`src/code_lock_pkg.sv`:
```
package code_lock_pkg;
  localparam int unsigned SCR_DEPTH     = 64;
  localparam int unsigned SCR_AW        = 6;
  localparam int unsigned CODE_AW       = 15;
  localparam logic [7:0]  SCR_RESET_VAL = 8'hFF;
  localparam int unsigned LOCK_W        = 3;
  localparam logic [2:0]  LOCK_UNPROG   = 3'h7;
  localparam int unsigned LOCK_FIRST    = 0;
  localparam int unsigned LOCK_SECOND   = 1;
  localparam int unsigned LOCK_THIRD    = 2;
  localparam logic [1:0]  LEVEL_1       = 2'h0;
  localparam logic [1:0]  LEVEL_2       = 2'h1;
  localparam logic [1:0]  LEVEL_3       = 2'h3;
  localparam logic [1:0]  LEVEL_4       = 2'h2;
  typedef enum logic [1:0] {
    SEC_OPEN    = 2'h0,
    SEC_NOREAD  = 2'h1,
    SEC_NOVERIF = 2'h3,
    SEC_NOEXT   = 2'h2
  } sec_level_e;
endpackage

```
`src/code_lock_verify.sv`:
```
`timescale 1ns/100ps
`default_nettype none
// Overview of operation
// - scramble array holds 64 bytes, all ones until programmed
// - six low code address bits select the scramble byte on verify
// - verify byte is code byte XNOR scramble byte
// - no lock bits: no restrictions, verify still scrambled
// - first lock: block external code reads, latch pin at reset, no programming
// - second lock: level 2 restrictions plus verify disabled
// - third lock: level 3 restrictions plus external execution disabled
module code_lock_verify
  import code_lock_pkg::*;
(
  input  wire logic                  clk_sys,
  input  wire logic                  sys_rst,
  input  wire logic [LOCK_W-1:0]     lock_bits_n,
  input  wire logic                  external_access_select_pin,
  input  wire logic                  prog_req,
  input  wire logic                  prog_scramble_sel,
  input  wire logic [CODE_AW-1:0]    prog_addr,
  input  wire logic [7:0]            prog_data,
  input  wire logic                  verify_req,
  input  wire logic [CODE_AW-1:0]    verify_addr,
  input  wire logic [7:0]            code_rdata,
  input  wire logic                  code_space_read_instruction,
  input  wire logic                  fetch_is_external,
  output logic                       code_prog_en,
  output logic                       scramble_prog_en,
  output logic [7:0]                 verify_data,
  output logic                       verify_valid,
  output logic                       verify_refused,
  output logic                       prog_refused,
  output logic                       internal_read_allow,
  output logic                       external_exec_allow,
  output logic                       ext_access_latched,
  output logic [1:0]                 sec_level
);
  sec_level_e level_next;
  sec_level_e level_reg;
  logic [7:0] scr_byte;
  logic       rst_seen_reg;
  logic       block_read;
  logic       block_prog;
  logic       block_verify;
  logic       block_ext;
  logic       verify_take;
  logic       prog_take;
  logic       scr_write;
  logic [7:0] verify_byte;
  logic       read_allow_next;

  always_comb
  begin
    if (!lock_bits_n[LOCK_THIRD])
      level_next = SEC_NOEXT;
    else if (!lock_bits_n[LOCK_SECOND])
      level_next = SEC_NOVERIF;
    else if (!lock_bits_n[LOCK_FIRST])
      level_next = SEC_NOREAD;
    else
      level_next = SEC_OPEN;
  end

  // reset parks at the strictest level until the pins are read
  always_ff @(posedge clk_sys)
  begin
    if (sys_rst)
      level_reg <= SEC_NOEXT;
    else
      level_reg <= level_next;
  end

  // restrictions follow the held level, not the live pins
  always_comb
  begin
    unique case (level_reg)
      SEC_OPEN:
      begin
        block_read   = 1'b0;
        block_prog   = 1'b0;
        block_verify = 1'b0;
        block_ext    = 1'b0;
      end
      SEC_NOREAD:
      begin
        block_read   = 1'b1;
        block_prog   = 1'b1;
        block_verify = 1'b0;
        block_ext    = 1'b0;
      end
      SEC_NOVERIF:
      begin
        block_read   = 1'b1;
        block_prog   = 1'b1;
        block_verify = 1'b1;
        block_ext    = 1'b0;
      end
      SEC_NOEXT:
      begin
        block_read   = 1'b1;
        block_prog   = 1'b1;
        block_verify = 1'b1;
        block_ext    = 1'b1;
      end
    endcase
  end

  always_comb
  begin
    verify_take = verify_req && !block_verify;
    prog_take   = prog_req && !block_prog;
    scr_write   = prog_take && prog_scramble_sel;
    verify_byte = ~(code_rdata ^ scr_byte);
  end

  // only code reads run from outside are held off
  always_comb
  begin
    read_allow_next = 1'b1;
    if (code_space_read_instruction && fetch_is_external && block_read)
      read_allow_next = 1'b0;
  end

  scramble_array u_scr (
    .clk_sys (clk_sys),
    .sys_rst (sys_rst),
    .wr_en   (scr_write),
    .wr_idx  (prog_addr[SCR_AW-1:0]),
    .wr_data (prog_data),
    .rd_idx  (verify_addr[SCR_AW-1:0]),
    .rd_data (scr_byte)
  );

  always_ff @(posedge clk_sys)
  begin
    if (sys_rst)
    begin
      verify_data    <= 8'h00;
      verify_valid   <= 1'b0;
      verify_refused <= 1'b0;
    end
    else
    begin
      verify_valid   <= verify_take;
      verify_refused <= verify_req && block_verify;
      // xnor with scramble byte
      // refused or idle leaves zero so nothing leaks
      if (verify_take)
        verify_data <= verify_byte;
      else
        verify_data <= 8'h00;
    end
  end

  always_ff @(posedge clk_sys)
  begin
    if (sys_rst)
    begin
      code_prog_en     <= 1'b0;
      scramble_prog_en <= 1'b0;
      prog_refused     <= 1'b0;
    end
    else
    begin
      code_prog_en     <= prog_take && !prog_scramble_sel;
      scramble_prog_en <= scr_write;
      prog_refused     <= prog_req && block_prog;
    end
  end

  always_ff @(posedge clk_sys)
  begin
    if (sys_rst)
      internal_read_allow <= 1'b0;
    else
      internal_read_allow <= read_allow_next;
  end

  always_ff @(posedge clk_sys)
  begin
    if (sys_rst)
      external_exec_allow <= 1'b0;
    else
      external_exec_allow <= !block_ext;
  end

  // pin caught at first edge after release, held while locked
  always_ff @(posedge clk_sys)
  begin
    if (sys_rst)
      rst_seen_reg <= 1'b0;
    else
      rst_seen_reg <= 1'b1;
  end

  always_ff @(posedge clk_sys)
  begin
    if (sys_rst)
      ext_access_latched <= 1'b0;
    // open level lets the pin follow after the first edge
    else if (!rst_seen_reg || !block_read)
      ext_access_latched <= external_access_select_pin;
  end

  always_ff @(posedge clk_sys)
  begin
    if (sys_rst)
      sec_level <= LEVEL_4;
    else
      sec_level <= level_reg;
  end
endmodule
`default_nettype wire

```
`src/scramble_array.sv`:
```
`timescale 1ns/100ps
`default_nettype none
module scramble_array
  import code_lock_pkg::*;
(
  input  wire logic                  clk_sys,
  input  wire logic                  sys_rst,
  input  wire logic                  wr_en,
  input  wire logic [SCR_AW-1:0]     wr_idx,
  input  wire logic [7:0]            wr_data,
  input  wire logic [SCR_AW-1:0]     rd_idx,
  output logic      [7:0]            rd_data
);
  wire logic [7:0] cells [SCR_DEPTH];

  genvar i;
  generate
    for (i = 0; i < SCR_DEPTH; i++)
    begin : g_byte
      // erased all ones; reset leaves the cells alone
      logic [7:0] cell_reg = SCR_RESET_VAL;
      // programming can only clear bits, never during reset
      always_ff @(posedge clk_sys)
      begin
        if (!sys_rst && wr_en && (wr_idx == SCR_AW'(i)))
          cell_reg <= cell_reg & wr_data;
      end
      assign cells[i] = cell_reg;
    end
  endgenerate

  assign rd_data = cells[rd_idx];
endmodule
`default_nettype wire

```
`config.mk`:
```
export PLATFORM = sky130hd
export DESIGN_NAME = code_lock_verify
export DESIGN_NICKNAME = d
export VERILOG_FILES = /design/src/code_lock_pkg.sv /design/src/code_lock_verify.sv /design/src/scramble_array.sv
export SDC_FILE = /design/constraint.sdc
export NUM_CORES = 1
export LEC_CHECK = 0
export ABC_AREA = 1
export BUFFER_PORTS_ARGS = -buffer_cell sky130_fd_sc_hd__buf_2
export CAP_MARGIN = 20
export CORE_MARGIN = 2
export CORE_UTILIZATION = 63
export DETAILED_ROUTE_END_ITERATION = 8
export GPL_ROUTABILITY_DRIVEN = 0
export PLACE_DENSITY_LB_ADDON = 0.05
export SYNTH_ARGS = -nofsm -noshare
export SYNTH_HDL_FRONTEND = slang
export SYNTH_SLANG_ARGS = --single-unit
export TNS_END_PERCENT = 100
```
`constraint.sdc`:
```
create_clock -name clk_sys -period 2.5 [get_ports clk_sys]
set_input_delay 0.25 -clock clk_sys [delete_from_list [all_inputs] [get_ports clk_sys]]
set_output_delay 0.25 -clock clk_sys [all_outputs]
set_load 0.02 [all_outputs]
```
# Word-level counts from Yosys, hierarchy flattened

Index checks and enable logic that the tools add are counted.

Register bits after elaboration: 533
Output and inout bits: 18
Logic and storage cells: 313

$lt $le $gt $ge: 1
Equal/unequal tests: 66
Mux-type cells: 10
Bitwise gates (word level): 70
Reductions and logical operators: 89

Operators with widths:

| cell                                                      | count |
|---|---|
| bitwise AND 8 bit                                         | 64 |
| == test 6 bit (second input constant)                     | 32 |
| == test 6 x 5 -> 1 bit (second input constant)            | 16 |
| logical AND 1 bit                                         | 73 |
| binary-select mux 8 bit (select 6 bit)                    | 1 |
| == test 6 x 4 -> 1 bit (second input constant)            | 8 |
| == test 6 x 3 -> 1 bit (second input constant)            | 4 |
| two-way mux 8 bit                                         | 2 |
| == test 6 x 2 -> 1 bit (second input constant)            | 2 |
| OR reduction 3 bit                                        | 3 |
| NOT 8 bit                                                 | 1 |
| OR reduction 2 bit                                        | 4 |
| bitwise XOR 8 bit                                         | 1 |
| greater-or-equal comparator 7 bit (second input constant) | 1 |
| NOT 6 -> 7 bit                                            | 1 |
| == test 6 x 1 -> 1 bit (second input constant)            | 1 |
| logical NOT 1 bit                                         | 6 |
| logical NOT 6 bit                                         | 1 |
| case mux 1 bit (2 select lines)                           | 3 |
| == test 2 bit (second input constant)                     | 2 |
| two-way mux 1 bit                                         | 4 |
| NOT 1 bit                                                 | 3 |
| == test 2 x 1 -> 1 bit (second input constant)            | 1 |
| logical NOT 2 bit                                         | 1 |
| logical OR 1 bit                                          | 1 |

# Logic depth before layout (Yosys ltp)

Word-level depth: 8
Gate-level depth with buffers: 14
Mapped depth without buffers: 11

# Hierarchy

From an unflattened synthesis, not the netlist that was laid out.

Cells, all modules: 2958
Area, all modules: 25848.5 um^2

By module, submodules not included:

| module           | instances | cells an instance | area each (um^2) |
|---|---|---|---|
| scramble_array   | 1         | 2893              | 25185.4 |
| code_lock_verify | 1         | 65                | 663.1 |

# Least setup slack after synthesis

Ideal clock, no wire load.

Path type: reg2reg
Start: register level_reg[0]
End: register u_scr.g_byte[0].cell_reg[0] (enable)
Arrival: 1.457 ns
Required time: 2.130 ns
Path slack: 0.673 ns
Stages on the path, launching flop included: 6
Clock period less this slack: 1.827 ns
Path through: dfxtp_1 nor2_1 nand4_1 nor3_1 nand2_1 nor2_1

Word-level cells in the longest chain between the ends: 8

Ends and longest elaborated chain:

| element                                                        | RTL line                | text |
|---|---|---|
| from (decl)                                                    | code_lock_verify.sv:39  | `sec_level_e level_reg;` |
| from (signal assigned)                                         | code_lock_verify.sv:70  | `level_reg <= level_next;` |
| == test 2 bit / == test 2 x 1 -> 1 bit (equally long branches) | code_lock_verify.sv:76  | `unique case (level_reg)` |
| OR reduction 3 bit (no source line)                            | -                       |  |
| case mux 1 bit (2 select lines) (*)                            | code_lock_verify.sv:76  |  |
| logical NOT 1 bit (*)                                          | code_lock_verify.sv:111 | `prog_take = prog_req && !block_prog;` |
| logical AND 1 bit (*)                                          | code_lock_verify.sv:111 |  |
| logical AND 1 bit (*)                                          | code_lock_verify.sv:112 | `scr_write = prog_take && prog_scramble_sel;` |
| logical AND 1 bit (*) (2 in series)                            | scramble_array.sv:25    | `if (!sys_rst && wr_en && (wr_idx == SCR_AW'(i)))` |
| to (signal assigned)                                           | scramble_array.sv:26    | `cell_reg <= cell_reg & wr_data;` |
| to (decl)                                                      | scramble_array.sv:21    | `logic [7:0] cell_reg = SCR_RESET_VAL;` |

Mark *: on every way between the ends. The rest lies on a longest branch, timed or not.
A chain may end at the register's enable or synchronous reset.

# Final worst setup path

Start: register level_reg[1]
End: register u_scr.g_byte[55].cell_reg[0] (enable)

Word-level cells in the longest chain between the ends: 8

Ends and longest elaborated chain:

| element                                                        | RTL line |
|---|---|
| == test 2 bit / == test 2 x 1 -> 1 bit (equally long branches) | code_lock_verify.sv:76 |
| OR reduction 3 bit (no source line)                            | - |
| case mux 1 bit (2 select lines) (*)                            | code_lock_verify.sv:76 |
| logical NOT 1 bit (*)                                          | code_lock_verify.sv:111 |
| logical AND 1 bit (*)                                          | code_lock_verify.sv:111 |
| logical AND 1 bit (*)                                          | code_lock_verify.sv:112 |
| logical AND 1 bit (*) (2 in series)                            | scramble_array.sv:25 |
| to (signal assigned)                                           | scramble_array.sv:26 |
| to (decl)                                                      | scramble_array.sv:21 |

Marked as above.

==> results.toml <==
[global_routing]
grt_pass1_vias = 18846
antenna_found_initial = 7
grt_max_degree = 79
track_usage = 0.3207
overflow = 0
grt_pass1_wl_um = 104000

[routing]
viasPerCell = 5.536
drt_pass1_iterations = 7
drc = 0
num_vias = 19978
antenna_left = 0
drtIter0Drc = 2588
wl_per_cell_um = 18.80
drt_wl_total_um = 67840

[critical_path]
crit_path_max_incr_delay_ns = 0.42
cpLargestDelayFamily = "simple AND/OR/NAND/NOR gates"
path_class = "reg2reg"
crit_path_end_kind = "flop"
cpMaxStageDelayCell = "nand2_1"
worstSetupStartpointType = "flop"
worstPathRequired_ns = 2.81
crit_chain = "nor2_1 > nand4_1 > buf_4 > nor3_1 > nand2_1 > nor2_1 > buf_4"
worstPathArrival_ns = 2.72
crit_fanout = 8
crit_buf_inv = 2

[die]
core-area_um2 = 40650
pin_count = 75
die_y_um = 206.6
die_area_um2 = 42670
die_w_um = 206.6
std_cell_rows = 74
start_util = 0.6360

[outcome]
status = "completed"

[placement]
dpl.hpwl_um = 41050
place_ws_ns = 0.2020
numPortBuffers = 56
dp_cells = 3485

[logic_synthesis]
yosysSeqAreaShare = 0.6110
synth.distinct_cells = 20
synthCells = 2959
ys_seq_elements = 533
synth.area.top_cells = "edfxtp_1, nand2_1, nand3_1"
synth_area_leader_cell = "edfxtp_1"
yosysWarnings = 0
synth_nets = 3016
synth.top_cell.area_share = 0.5947
syn_area_per_cell_um2 = 8.736
syn_area_um2 = 25850

[finish]
nets = 3087
largest_reg_flops = 512
final_cell_mix = "nand2_1, inv_1, edfxtp_1"
drive_gt1_frac = 0.08098
instances_no_fill = 3609
layout_commonest_cell = "nand2_1"
area.growth.synth_to_final_pct = 11.77

[pwr]
ir_worst_vdd_v = 0.0006442
leakagePower_nw = 14.56
powerDensity_nw_per_um2 = 665.3

[clock_tree]
cts_buffers = 55
cts_root_buf = "clkbuf_16"
cts_tree = "yes"
cts_max_level = 2
clkSlewWorstSetupHoldPaths_ns = 0.06
clock_latency_ns = 0.62
cts.sinks = 533
cts.path.max_buffers = 3

[timing]
fin_crit_ns = 2.403
rsz0062_at_grt = "yes"
slew_headroom = 0.3960
finalCritPeriodShare = 0.9613
setup_viol = 0
final.setup.tns_ns = 0
max_freq_mhz = 416.1
fin_ws_ns = 0.09668
fin_skew_ns = 0.01974
worst_pin_slew_ns = 0.9059
slew_viol_final = 0
finalHoldViolations = 0

[job]
drv_cap = 0

[worst_hold_path]
hold_class = "in2reg"
[stage by stage]
step | total power [mW] | hold WS [ns] | utilization | instance area, um2
finish | 19.22 | 0.1758 | 0.7108 | 28890
global route | 19.71 | 0.1894 | 0.7108 | 28890
CTS | 19.27 | 0.1471 | 0.7106 | 28890
detailed placement | 11.25 | 0.4451 | 0.6623 | 26920
global placement | 11.22 | 0.4338 | 0.6623 | 26920
floorplan | 10.82 | 0.3191 | - | 25850
[timing repair]
action,CTS,global route
gates resized for setup,0,1
setup endpoints to repair,0,47
hold endpoints to repair,18,0
setup buffers,0,0
hold buffers,20,0
[cell families (layout without fill, tap and decap cells)]
logic type,Yosys count,after routing,share of synthesized area
simple gates,1714,1714,0.2708
compound gates,12,12,0.002372
other cells,0,2,0
buf+inv,700,816,0.1159
flops,533,533,0.6110
[path summary, 6_finish.rpt]
kind                  start                            to  slack [ns]  cells after the start
max            level_reg[1]  u_scr.g_byte[55].cell_reg[0]         0.1                      7
min          verify_addr[5]                verify_data[3]        0.18                      4
max reg2reg    level_reg[1]  u_scr.g_byte[55].cell_reg[0]         0.1                      7
min reg2reg    level_reg[0]                  sec_level[0]        0.49                      2
[worst min-delay path: cells and delay by family]
kind,cells,cell delay (ns)
compound gates,1,0.08
simple gates,2,0.25
buf+inv,1,0.17
[final cells by class]
class / instances / area [um2]
tap: 532 / 665.6
clock buffer: 72 / 1553
timing repair buffer: 183 / 1595
inverter: 531 / 2003
antenna: 2 / 5.005
multi-input combinational: 1726 / 7063
fill: 3148 / 11750
clock inverter: 30 / 212.7
sequential: 533 / 15800
[synth_stat cells]
cell / n
a31oi_1: 1
a21oi_1: 11
nor2_2: 1
inv_6: 1
edfxtp_1: 512
buf_1: 28
nand2_1: 1186
nand4_1: 1
buf_12: 1
buf_4: 27
buf_6: 25
dfxtp_1: 21
inv_1: 529
nor3_1: 6
nor2_1: 78
inv_2: 1
buf_2: 37
buf_8: 1
nand3_1: 442
clkbuf_1: 50
[power breakdown]
| part | total (mW) | internal, mW | switching (mW) |
|---|---|---|---|
| sequential | 9.72 | 9.71 | 0.00467 |
| clock | 8.11 | 4.65 | 3.46 |
| combinational | 1.39 | 0.410 | 0.985 |
| total | 19.2 | 14.8 | 4.45 |
[layer usage]
metal | wire (um) | share of wire | global-route usage
met5 | 49 | 0.00072 | 0
met4 | 2037 | 0.030 | 0.1097
met3 | 6799 | 0.10 | 0.05557
met2 | 30930 | 0.46 | 0.5030
met1 | 28030 | 0.41 | 0.4566
(Power assumes the default switching activity.)
